--- src/logic/sideband_accessory_defines.svh ---
// Register offsets, reset values and forced measurement codes of the accessory classifier
`ifndef SIDEBAND_ACCESSORY_DEFINES_SVH
`define SIDEBAND_ACCESSORY_DEFINES_SVH

// ============================================================
// Register offsets
`define ACC1_WINDOW_HIGH_ADDR   8'h31
`define ACC1_WINDOW_LOW_ADDR    8'h32
`define ACC1_CURRENT_ADDR       8'h33
`define ACC2_WINDOW_HIGH_ADDR   8'h34
`define ACC2_WINDOW_LOW_ADDR    8'h35
`define ACC2_CURRENT_ADDR       8'h36
`define ACC3_WINDOW_HIGH_ADDR   8'h37
`define ACC3_WINDOW_LOW_ADDR    8'h38
`define ACC3_CURRENT_ADDR       8'h39
`define ACC4_WINDOW_LOW_ADDR    8'h3A
`define ACC4_WINDOW_HIGH_ADDR   8'h3B
`define ACC4_CURRENT_ADDR       8'h3C

// ============================================================
// Reset values
`define ACC1_WINDOW_HIGH_RST    8'hAE
`define ACC1_WINDOW_LOW_RST     8'h99
`define ACC1_CURRENT_RST        2'h2
`define ACC2_WINDOW_HIGH_RST    8'h74
`define ACC2_WINDOW_LOW_RST     8'h66
`define ACC2_CURRENT_RST        2'h1
`define ACC3_WINDOW_HIGH_RST    8'hD9
`define ACC3_WINDOW_LOW_RST     8'hBF
`define ACC3_CURRENT_RST        2'h1
`define ACC4_WINDOW_HIGH_RST    8'h00
`define ACC4_WINDOW_LOW_RST     8'h00
`define ACC4_CURRENT_RST        2'h0

// ============================================================
// Field layout and forced final codes
`define CURRENT_FIELD_MSB       1
`define VOLTAGE_FLOOR_CODE      8'h00
`define VOLTAGE_OPEN_CODE       8'hFF
`define CURRENT_FLOOR_CODE      2'h0
`define CURRENT_GROUND_CODE     2'h3
`define READ_UNMAPPED_VALUE     8'h00

`endif

--- src/logic/sideband_accessory_pkg.sv ---
// Types shared by the accessory classifier files
package sideband_accessory_pkg;

	// ============================================================
	// Codes
	typedef logic [7:0] voltage_code_type;
	typedef enum logic [1:0] {
		PULLUP_2UA   = 2'b00,
		PULLUP_8UA   = 2'b01,
		PULLUP_32UA  = 2'b10,
		PULLUP_128UA = 2'b11
	} current_code_type;

endpackage

--- src/logic/accessory_window_match.sv ---
// One accessory window comparator: current code equality plus inclusive voltage window
`timescale 1ns/1ps
module accessory_window_match
	import sideband_accessory_pkg::*;
(
	input  wire voltage_code_type voltage_code,
	input  wire current_code_type current_code,
	input  wire voltage_code_type window_low,
	input  wire voltage_code_type window_high,
	input  wire current_code_type current_select,
	output logic                  match
);

	// Same 2-bit encoding on both sides, so a plain equality suffices
	// current code compare
	assign match = (current_code == current_select) &&
		(voltage_code >= window_low) &&
		(voltage_code <= window_high); // Inverted window never matches

endmodule

--- src/logic/sideband_accessory_resistor_classifier.sv ---
// Accessory resistor classifier: threshold registers, final code shaping and per-pin match results
// ============================================================
// What this block does
// - Type 1 matches on current and window
// - Type 2 matches on current and window
// - Type 3 matches on current and window
// - Current setting encoding equals measured encoding
// - Thresholds compared unscaled against voltage code
// - Type 4 bounds separate, reset zero
// - Type 1 upper bound resets to 0xAE
// - Voltage code forced by abort/ground/open
// - Current code forced by abort/open/ground
// - Type 4 matches on current and window
`timescale 1ns/1ps
`include "sideband_accessory_defines.svh"
module sideband_accessory_resistor_classifier
	import sideband_accessory_pkg::*;
(
	input  wire logic             clk_sys,
	input  wire logic             rst,
	input  wire logic [7:0]       reg_addr,
	input  wire logic [7:0]       reg_wdata,
	input  wire logic             reg_write,
	input  wire logic             reg_read,
	output logic [7:0]            reg_rdata,
	input  wire logic             meas_done,
	input  wire logic             meas_pin,
	input  wire voltage_code_type meas_voltage_code,
	input  wire current_code_type meas_current_code,
	input  wire logic             meas_open,
	input  wire logic             meas_ground,
	input  wire logic             meas_abort,
	output voltage_code_type      pin1_final_voltage_code,
	output current_code_type      pin1_final_current_code,
	output voltage_code_type      pin2_final_voltage_code,
	output current_code_type      pin2_final_current_code,
	output logic [3:0]            pin1_accessory_match,
	output logic [3:0]            pin2_accessory_match,
	output logic                  result_valid,
	output logic                  result_pin
);

	// ============================================================
	// Address and reset tables, one entry per accessory type
	localparam int ACCESSORY_COUNT = 4;
	localparam logic [7:0] LOW_ADDR [ACCESSORY_COUNT] = '{`ACC1_WINDOW_LOW_ADDR, `ACC2_WINDOW_LOW_ADDR,
		`ACC3_WINDOW_LOW_ADDR, `ACC4_WINDOW_LOW_ADDR};
	localparam logic [7:0] HIGH_ADDR [ACCESSORY_COUNT] = '{`ACC1_WINDOW_HIGH_ADDR, `ACC2_WINDOW_HIGH_ADDR,
		`ACC3_WINDOW_HIGH_ADDR, `ACC4_WINDOW_HIGH_ADDR};
	localparam logic [7:0] CURRENT_ADDR [ACCESSORY_COUNT] = '{`ACC1_CURRENT_ADDR, `ACC2_CURRENT_ADDR,
		`ACC3_CURRENT_ADDR, `ACC4_CURRENT_ADDR};
	localparam logic [7:0] LOW_RST [ACCESSORY_COUNT] = '{`ACC1_WINDOW_LOW_RST, `ACC2_WINDOW_LOW_RST,
		`ACC3_WINDOW_LOW_RST, `ACC4_WINDOW_LOW_RST};
	localparam logic [7:0] HIGH_RST [ACCESSORY_COUNT] = '{`ACC1_WINDOW_HIGH_RST, `ACC2_WINDOW_HIGH_RST,
		`ACC3_WINDOW_HIGH_RST, `ACC4_WINDOW_HIGH_RST};
	localparam logic [1:0] CURRENT_RST [ACCESSORY_COUNT] = '{`ACC1_CURRENT_RST, `ACC2_CURRENT_RST,
		`ACC3_CURRENT_RST, `ACC4_CURRENT_RST};

	voltage_code_type window_low     [ACCESSORY_COUNT];
	voltage_code_type window_high    [ACCESSORY_COUNT];
	current_code_type current_select [ACCESSORY_COUNT];
	voltage_code_type next_voltage;
	current_code_type next_current;
	logic [3:0]       match_now;
	logic [7:0]       next_rdata;

	// ============================================================
	// Threshold registers and comparators
	genvar i;
	generate
		for (i = 0; i < ACCESSORY_COUNT; i++) begin : g_accessory
			always_ff @(posedge clk_sys) begin
				if (rst) begin
					window_low[i]  <= LOW_RST[i];
					window_high[i] <= HIGH_RST[i];
				end else if (reg_write) begin
					if (reg_addr == LOW_ADDR[i]) begin
						window_low[i] <= reg_wdata;
					end
					if (reg_addr == HIGH_ADDR[i]) begin
						window_high[i] <= reg_wdata;
					end
				end
			end

			// Only the low two bits exist; upper bits are dropped on write
			always_ff @(posedge clk_sys) begin
				if (rst) begin
					current_select[i] <= current_code_type'(CURRENT_RST[i]);
				end else if (reg_write && reg_addr == CURRENT_ADDR[i]) begin
					current_select[i] <= current_code_type'(reg_wdata[`CURRENT_FIELD_MSB:0]);
				end
			end

			accessory_window_match accessory_window_match_inst (
				.voltage_code   (next_voltage),
				.current_code   (next_current),
				.window_low     (window_low[i]),
				.window_high    (window_high[i]),
				.current_select (current_select[i]),
				.match          (match_now[i])
			);
		end
	endgenerate

	// ============================================================
	// Register read port
	// Read mux: unmapped offsets answer zero, reserved current bits read zero
	always_comb begin
		next_rdata = `READ_UNMAPPED_VALUE;
		for (int k = 0; k < ACCESSORY_COUNT; k++) begin
			if (reg_addr == LOW_ADDR[k]) begin
				next_rdata = window_low[k];
			end
			if (reg_addr == HIGH_ADDR[k]) begin
				next_rdata = window_high[k];
			end
			if (reg_addr == CURRENT_ADDR[k]) begin
				next_rdata = {6'h00, current_select[k]};
			end
		end
	end

	// Read data is held until the next read strobe
	always_ff @(posedge clk_sys) begin
		if (rst) begin
			reg_rdata <= 8'h00;
		end else if (reg_read) begin
			reg_rdata <= next_rdata;
		end
	end

	// ============================================================
	// Final code shaping
	// Abort is checked first so an abort flagged with open still floors the voltage
	// forced voltage code
	always_comb begin
		next_voltage = meas_voltage_code;
		next_current = meas_current_code;
		if (meas_abort || meas_ground) begin
			next_voltage = `VOLTAGE_FLOOR_CODE;
		end else if (meas_open) begin
			next_voltage = `VOLTAGE_OPEN_CODE;
		end
		if (meas_abort || meas_open) begin
			next_current = current_code_type'(`CURRENT_FLOOR_CODE);
		end else if (meas_ground) begin
			next_current = current_code_type'(`CURRENT_GROUND_CODE);
		end
	end

	// ============================================================
	// Per-pin results
	// Thresholds are sampled at completion; later register writes do not re-grade old results
	// per-pin re-evaluation
	always_ff @(posedge clk_sys) begin
		if (rst) begin
			pin1_final_voltage_code <= `VOLTAGE_FLOOR_CODE;
			pin1_final_current_code <= current_code_type'(`CURRENT_FLOOR_CODE);
			pin1_accessory_match    <= 4'h0;
			pin2_final_voltage_code <= `VOLTAGE_FLOOR_CODE;
			pin2_final_current_code <= current_code_type'(`CURRENT_FLOOR_CODE);
			pin2_accessory_match    <= 4'h0;
		end else if (meas_done && !meas_pin) begin
			pin1_final_voltage_code <= next_voltage;
			pin1_final_current_code <= next_current;
			pin1_accessory_match    <= match_now;
		end else if (meas_done && meas_pin) begin
			pin2_final_voltage_code <= next_voltage;
			pin2_final_current_code <= next_current;
			pin2_accessory_match    <= match_now;
		end
	end

	// Completion pulse tells the reader which pin just refreshed
	always_ff @(posedge clk_sys) begin
		if (rst) begin
			result_valid <= 1'b0;
			result_pin   <= 1'b0;
		end else begin
			result_valid <= meas_done;
			if (meas_done) begin
				result_pin <= meas_pin;
			end
		end
	end
endmodule

--- config.mk ---
export PLATFORM = sky130hd
export DESIGN_NAME = sideband_accessory_resistor_classifier
export DESIGN_NICKNAME = d
export VERILOG_FILES = /design/src/logic/sideband_accessory_pkg.sv /design/src/logic/accessory_window_match.sv /design/src/logic/sideband_accessory_resistor_classifier.sv
export VERILOG_INCLUDE_DIRS = /design/src /design/src/logic
export SDC_FILE = /design/constraint.sdc
export NUM_CORES = 1
export LEC_CHECK = 0
export ABC_AREA = 1
export BUFFER_PORTS_ARGS = -buffer_cell sky130_fd_sc_hd__buf_4
export CAP_MARGIN = 20
export CORE_MARGIN = 5
export CORE_UTILIZATION = 40
export DETAILED_ROUTE_END_ITERATION = 12
export PLACE_DENSITY = 0.6
export SYNTH_ARGS = -nofsm -noshare
export SYNTH_HDL_FRONTEND = slang
export SYNTH_HIERARCHICAL = 1
export SYNTH_SLANG_ARGS = --single-unit
--- constraint.sdc ---
create_clock -name clk_sys -period 5.3 [get_ports clk_sys]
set_input_delay 0.265 -clock clk_sys [delete_from_list [all_inputs] [get_ports clk_sys]]
set_output_delay 0.265 -clock clk_sys [all_outputs]
set_load 0.03 [all_outputs]
==> results.py <==
metrics = {
    "global_route": {
        "track_usage_pct": 19.2,
        "grt_pass1_wl_mm": 29.0,
        "grt_pass1_vias": 5211,
        "grt-ovfl-total": 0,
        "antenna_found_initial": 0,
        "grt_max_degree": 36,
    },
    "setup_path": {
        "path_cells": "buf_4, inv_1, nand2_1, nor2_4, nand3_1, o21ai_0",
        "arrival_ns": 2.35,
        "cp-start-kind": "primary input",
        "crit_path_max_incr_delay_ns": 0.95,
        "required_ns": 5.28,
        "cp-end-kind": "register",
        "r2r_slack_ns": 3.62,
        "slowest_stage": "o21ai_0",
        "path_max_fanout": 23,
        "critPathKind": "in -> reg",
    },
    "timing": {
        "rsz0062_at_grt": "no",
        "max_freq_ghz": 0.421,
        "setup_violations": 0,
        "tns_ns": 0,
        "period_share_pct": 44.8,
        "finClkSkew_ns": 0.00878,
        "finalHoldViolations": 0,
        "drv_slew": 0,
        "max_slew_margin_pct": 26.8,
        "period_needed_ns": 2.37,
        "worstMarginPinSlew_ns": 1.09,
    },
    "placed_design": {
        "place_congestion": 0.867,
        "dp_hpwl_mm": 14.3,
        "placement.io_buffers": 72,
    },
    "cts": {
        "clockBufferDepth": 2,
        "cts_hold_buf": 0,
        "post_cts_buffers": 0,
        "cts_sinks": 110,
        "cts_htree_levels": 3,
        "cts_resized": 0,
        "path_clk_slew_ns": 0.07,
        "root_buffer": "clkbuf_16",
        "clock_latency_ns": 0.36,
        "cts_made_buffers": 9,
        "cts_tree": "done",
    },
    "synth": {
        "synth.distinct_cells": 30,
        "syn_avg_cell_area_sq_um": 8.11,
        "synth.top_cell.area_share_pct": 32.6,
        "synth.area.top_cells": "edfxtp_1 33%, ha_1 12%, dfxtp_1 11%",
        "ys_warn_count": 6,
        "yosys.area.top_type": "edfxtp_1",
        "ys_seq_area_share_pct": 44.1,
        "synth_common_cells": "171 x nand2_1, 139 x inv_1, 97 x nor2_1, 72 x edfxtp_1, 64 x ha_1",
        "syn_area_sq_mm": 0.00663,
        "synth_nets": 916,
        "yosysMostFrequentCell": "nand2_1",
        "synth_ff_type": "edfxtp_1",
        "syn_inst": 817,
        "synth_edf_count": 72,
        "async_flop_share_pct": 0,
        "synth_seq_cells": 110,
    },
    "die": {
        "num_rows": 47,
        "initial_core_util_pct": 40.4,
        "die_w_um": 139,
        "ios": 73,
        "die_h_um": 139,
        "core_sq_mm": 0.0164,
        "die_area_sq_mm": 0.0192,
    },
    "detailed_routing": {
        "highest_layer": "met4",
        "ant_nets": 0,
        "wl_met3_mm": 1.47,
        "firstDrtPassIters": 5,
        "routedWlPerCell_um": 16.7,
        "vias": 5531,
        "finalWirelength_mm": 18.6,
        "wl_met1_mm": 8.96,
        "drc": 0,
        "viasPerCell": 4.96,
        "drt-initial-drc-count": 482,
        "dr_wl_met2_mm": 7.88,
    },
    "power": {
        "p_per_area_mw_per_mm2": 258,
        "total_power_w": 0.00200,
        "p_leak_nw": 3.68,
        "ir_drop_mv": 0.152,
    },
    "finish": {
        "nNetsFinal": 989,
        "antenna_cells": 0,
        "layout-drive-gt1-share_pct": 15.4,
        "n_fill_cell": 1661,
        "area_growth_pct": 16.6,
    },
    "worst_hold_path": {
        "hp-class": "in -> reg",
    },
    "status": {
        "outcome": "finished clean",
    },
    "run": {
        "maxCapViolations": 0,
    },
}
## state kept, by name, summed over array words and instances (netlist names)
name / count
pin1_final_voltage_code: 8
pin2_final_voltage_code: 8
current_select: 8
result_pin: 1
pin2_final_current_code: 2
window_low: 32
pin2_accessory_match: 4
pin1_accessory_match: 4
window_high: 32
result_valid: 1
reg_rdata: 8
pin1_final_current_code: 2
## per-stage QoR
stage               hold slack, ns  setup slack, ns  utilization, %  std cells  instance area (sq um)
floorplan                    0.394             3.38               -        817                   6630
global placement             0.457             2.57            45.1       1097                   7400
detailed placement           0.462             2.56            45.1       1097                   7400
CTS                          0.146             2.92            47.0       1113                   7710
global route                 0.174             2.75            47.1       1115                   7730
finish                       0.158             2.93            47.1       1115                   7730
## critical path: cells and delay by family
family | cells | cell delay (ns)
AOI/OAI and AO/OA | 1 | 0.95
and+or+nand+nor | 3 | 0.97
buffers and inverters | 2 | 0.14
## logic make-up (layout without fill, tap and decap cells)
kind of cell             count (synthesis)  after routing  synth area share (%)
AO/OA/AOI/OAI                          107            107                  8.83
XOR/XNOR                                 8              8                  1.06
adder cells (fa/ha/maj)                 64             64                  12.1
buffers and inverters                  166            244                  9.76
flip-flops                             110            110                  44.1
AND/OR/NAND/NOR                        362            362                  24.2
## routing by layer
layer | vias to the layer above | track usage (%)
li1 | 2804 | -
met1 | 2514 | 28.5
met2 | 195 | 28.7
met3 | 18 | 3.45
met4 | 0 | 5.87
met5 | - | 0
## final cells by class
cell class,count,area [sq um],area share [%]
clock buffers,12,236,3.06
inverters,152,584,7.56
repair buffers,76,568,7.35
flip-flops and latches,110,2920,37.8
clock inverters,4,80.1,1.04
well taps,220,275,3.56
multi-input cells,541,3060,39.6
## worst paths after layout
kind / from / to / cells after the start
setup / recovery: reg_addr[7] / window_high[1][3] / 6
hold / removal: meas_done / result_pin / 3
setup reg to reg: window_high[2][6] / pin2_accessory_match[2] / 10
hold reg to reg: reg_rdata[5] / reg_rdata[5] / 2
## power breakdown
group	switching [W]	internal, W
Sequential	0.0000308	0.000951
Combinational	0.000186	0.0000964
Clock	0.000313	0.000420
## layout by cell type (no fill, tap or decap), types with 3 or more instances in the layout
cell type | Yosys | routed
nand2_2 | 5 | 5
a21o_1 | 4 | 4
clkbuf_16 | 0 | 9
nor3_1 | 8 | 8
inv_2 | 12 | 12
nor4_1 | 4 | 4
o21ai_0 | 41 | 41
xor2_1 | 8 | 8
nand2_1 | 171 | 171
dfxtp_1 | 38 | 38
a21o_2 | 4 | 4
buf_4 | 0 | 74
nor2_1 | 97 | 97
inv_1 | 139 | 139
a21oi_1 | 43 | 43
edfxtp_1 | 72 | 72
a211oi_1 | 5 | 5
clkbuf_1 | 11 | 3
nor2_4 | 3 | 3
ha_1 | 64 | 64
nand4_1 | 17 | 17
nand3_1 | 32 | 32
nor2_2 | 15 | 15
nor3_2 | 6 | 6
o22ai_1 | 10 | 10
No activity file was read; power rests on OpenSTA's default activity.
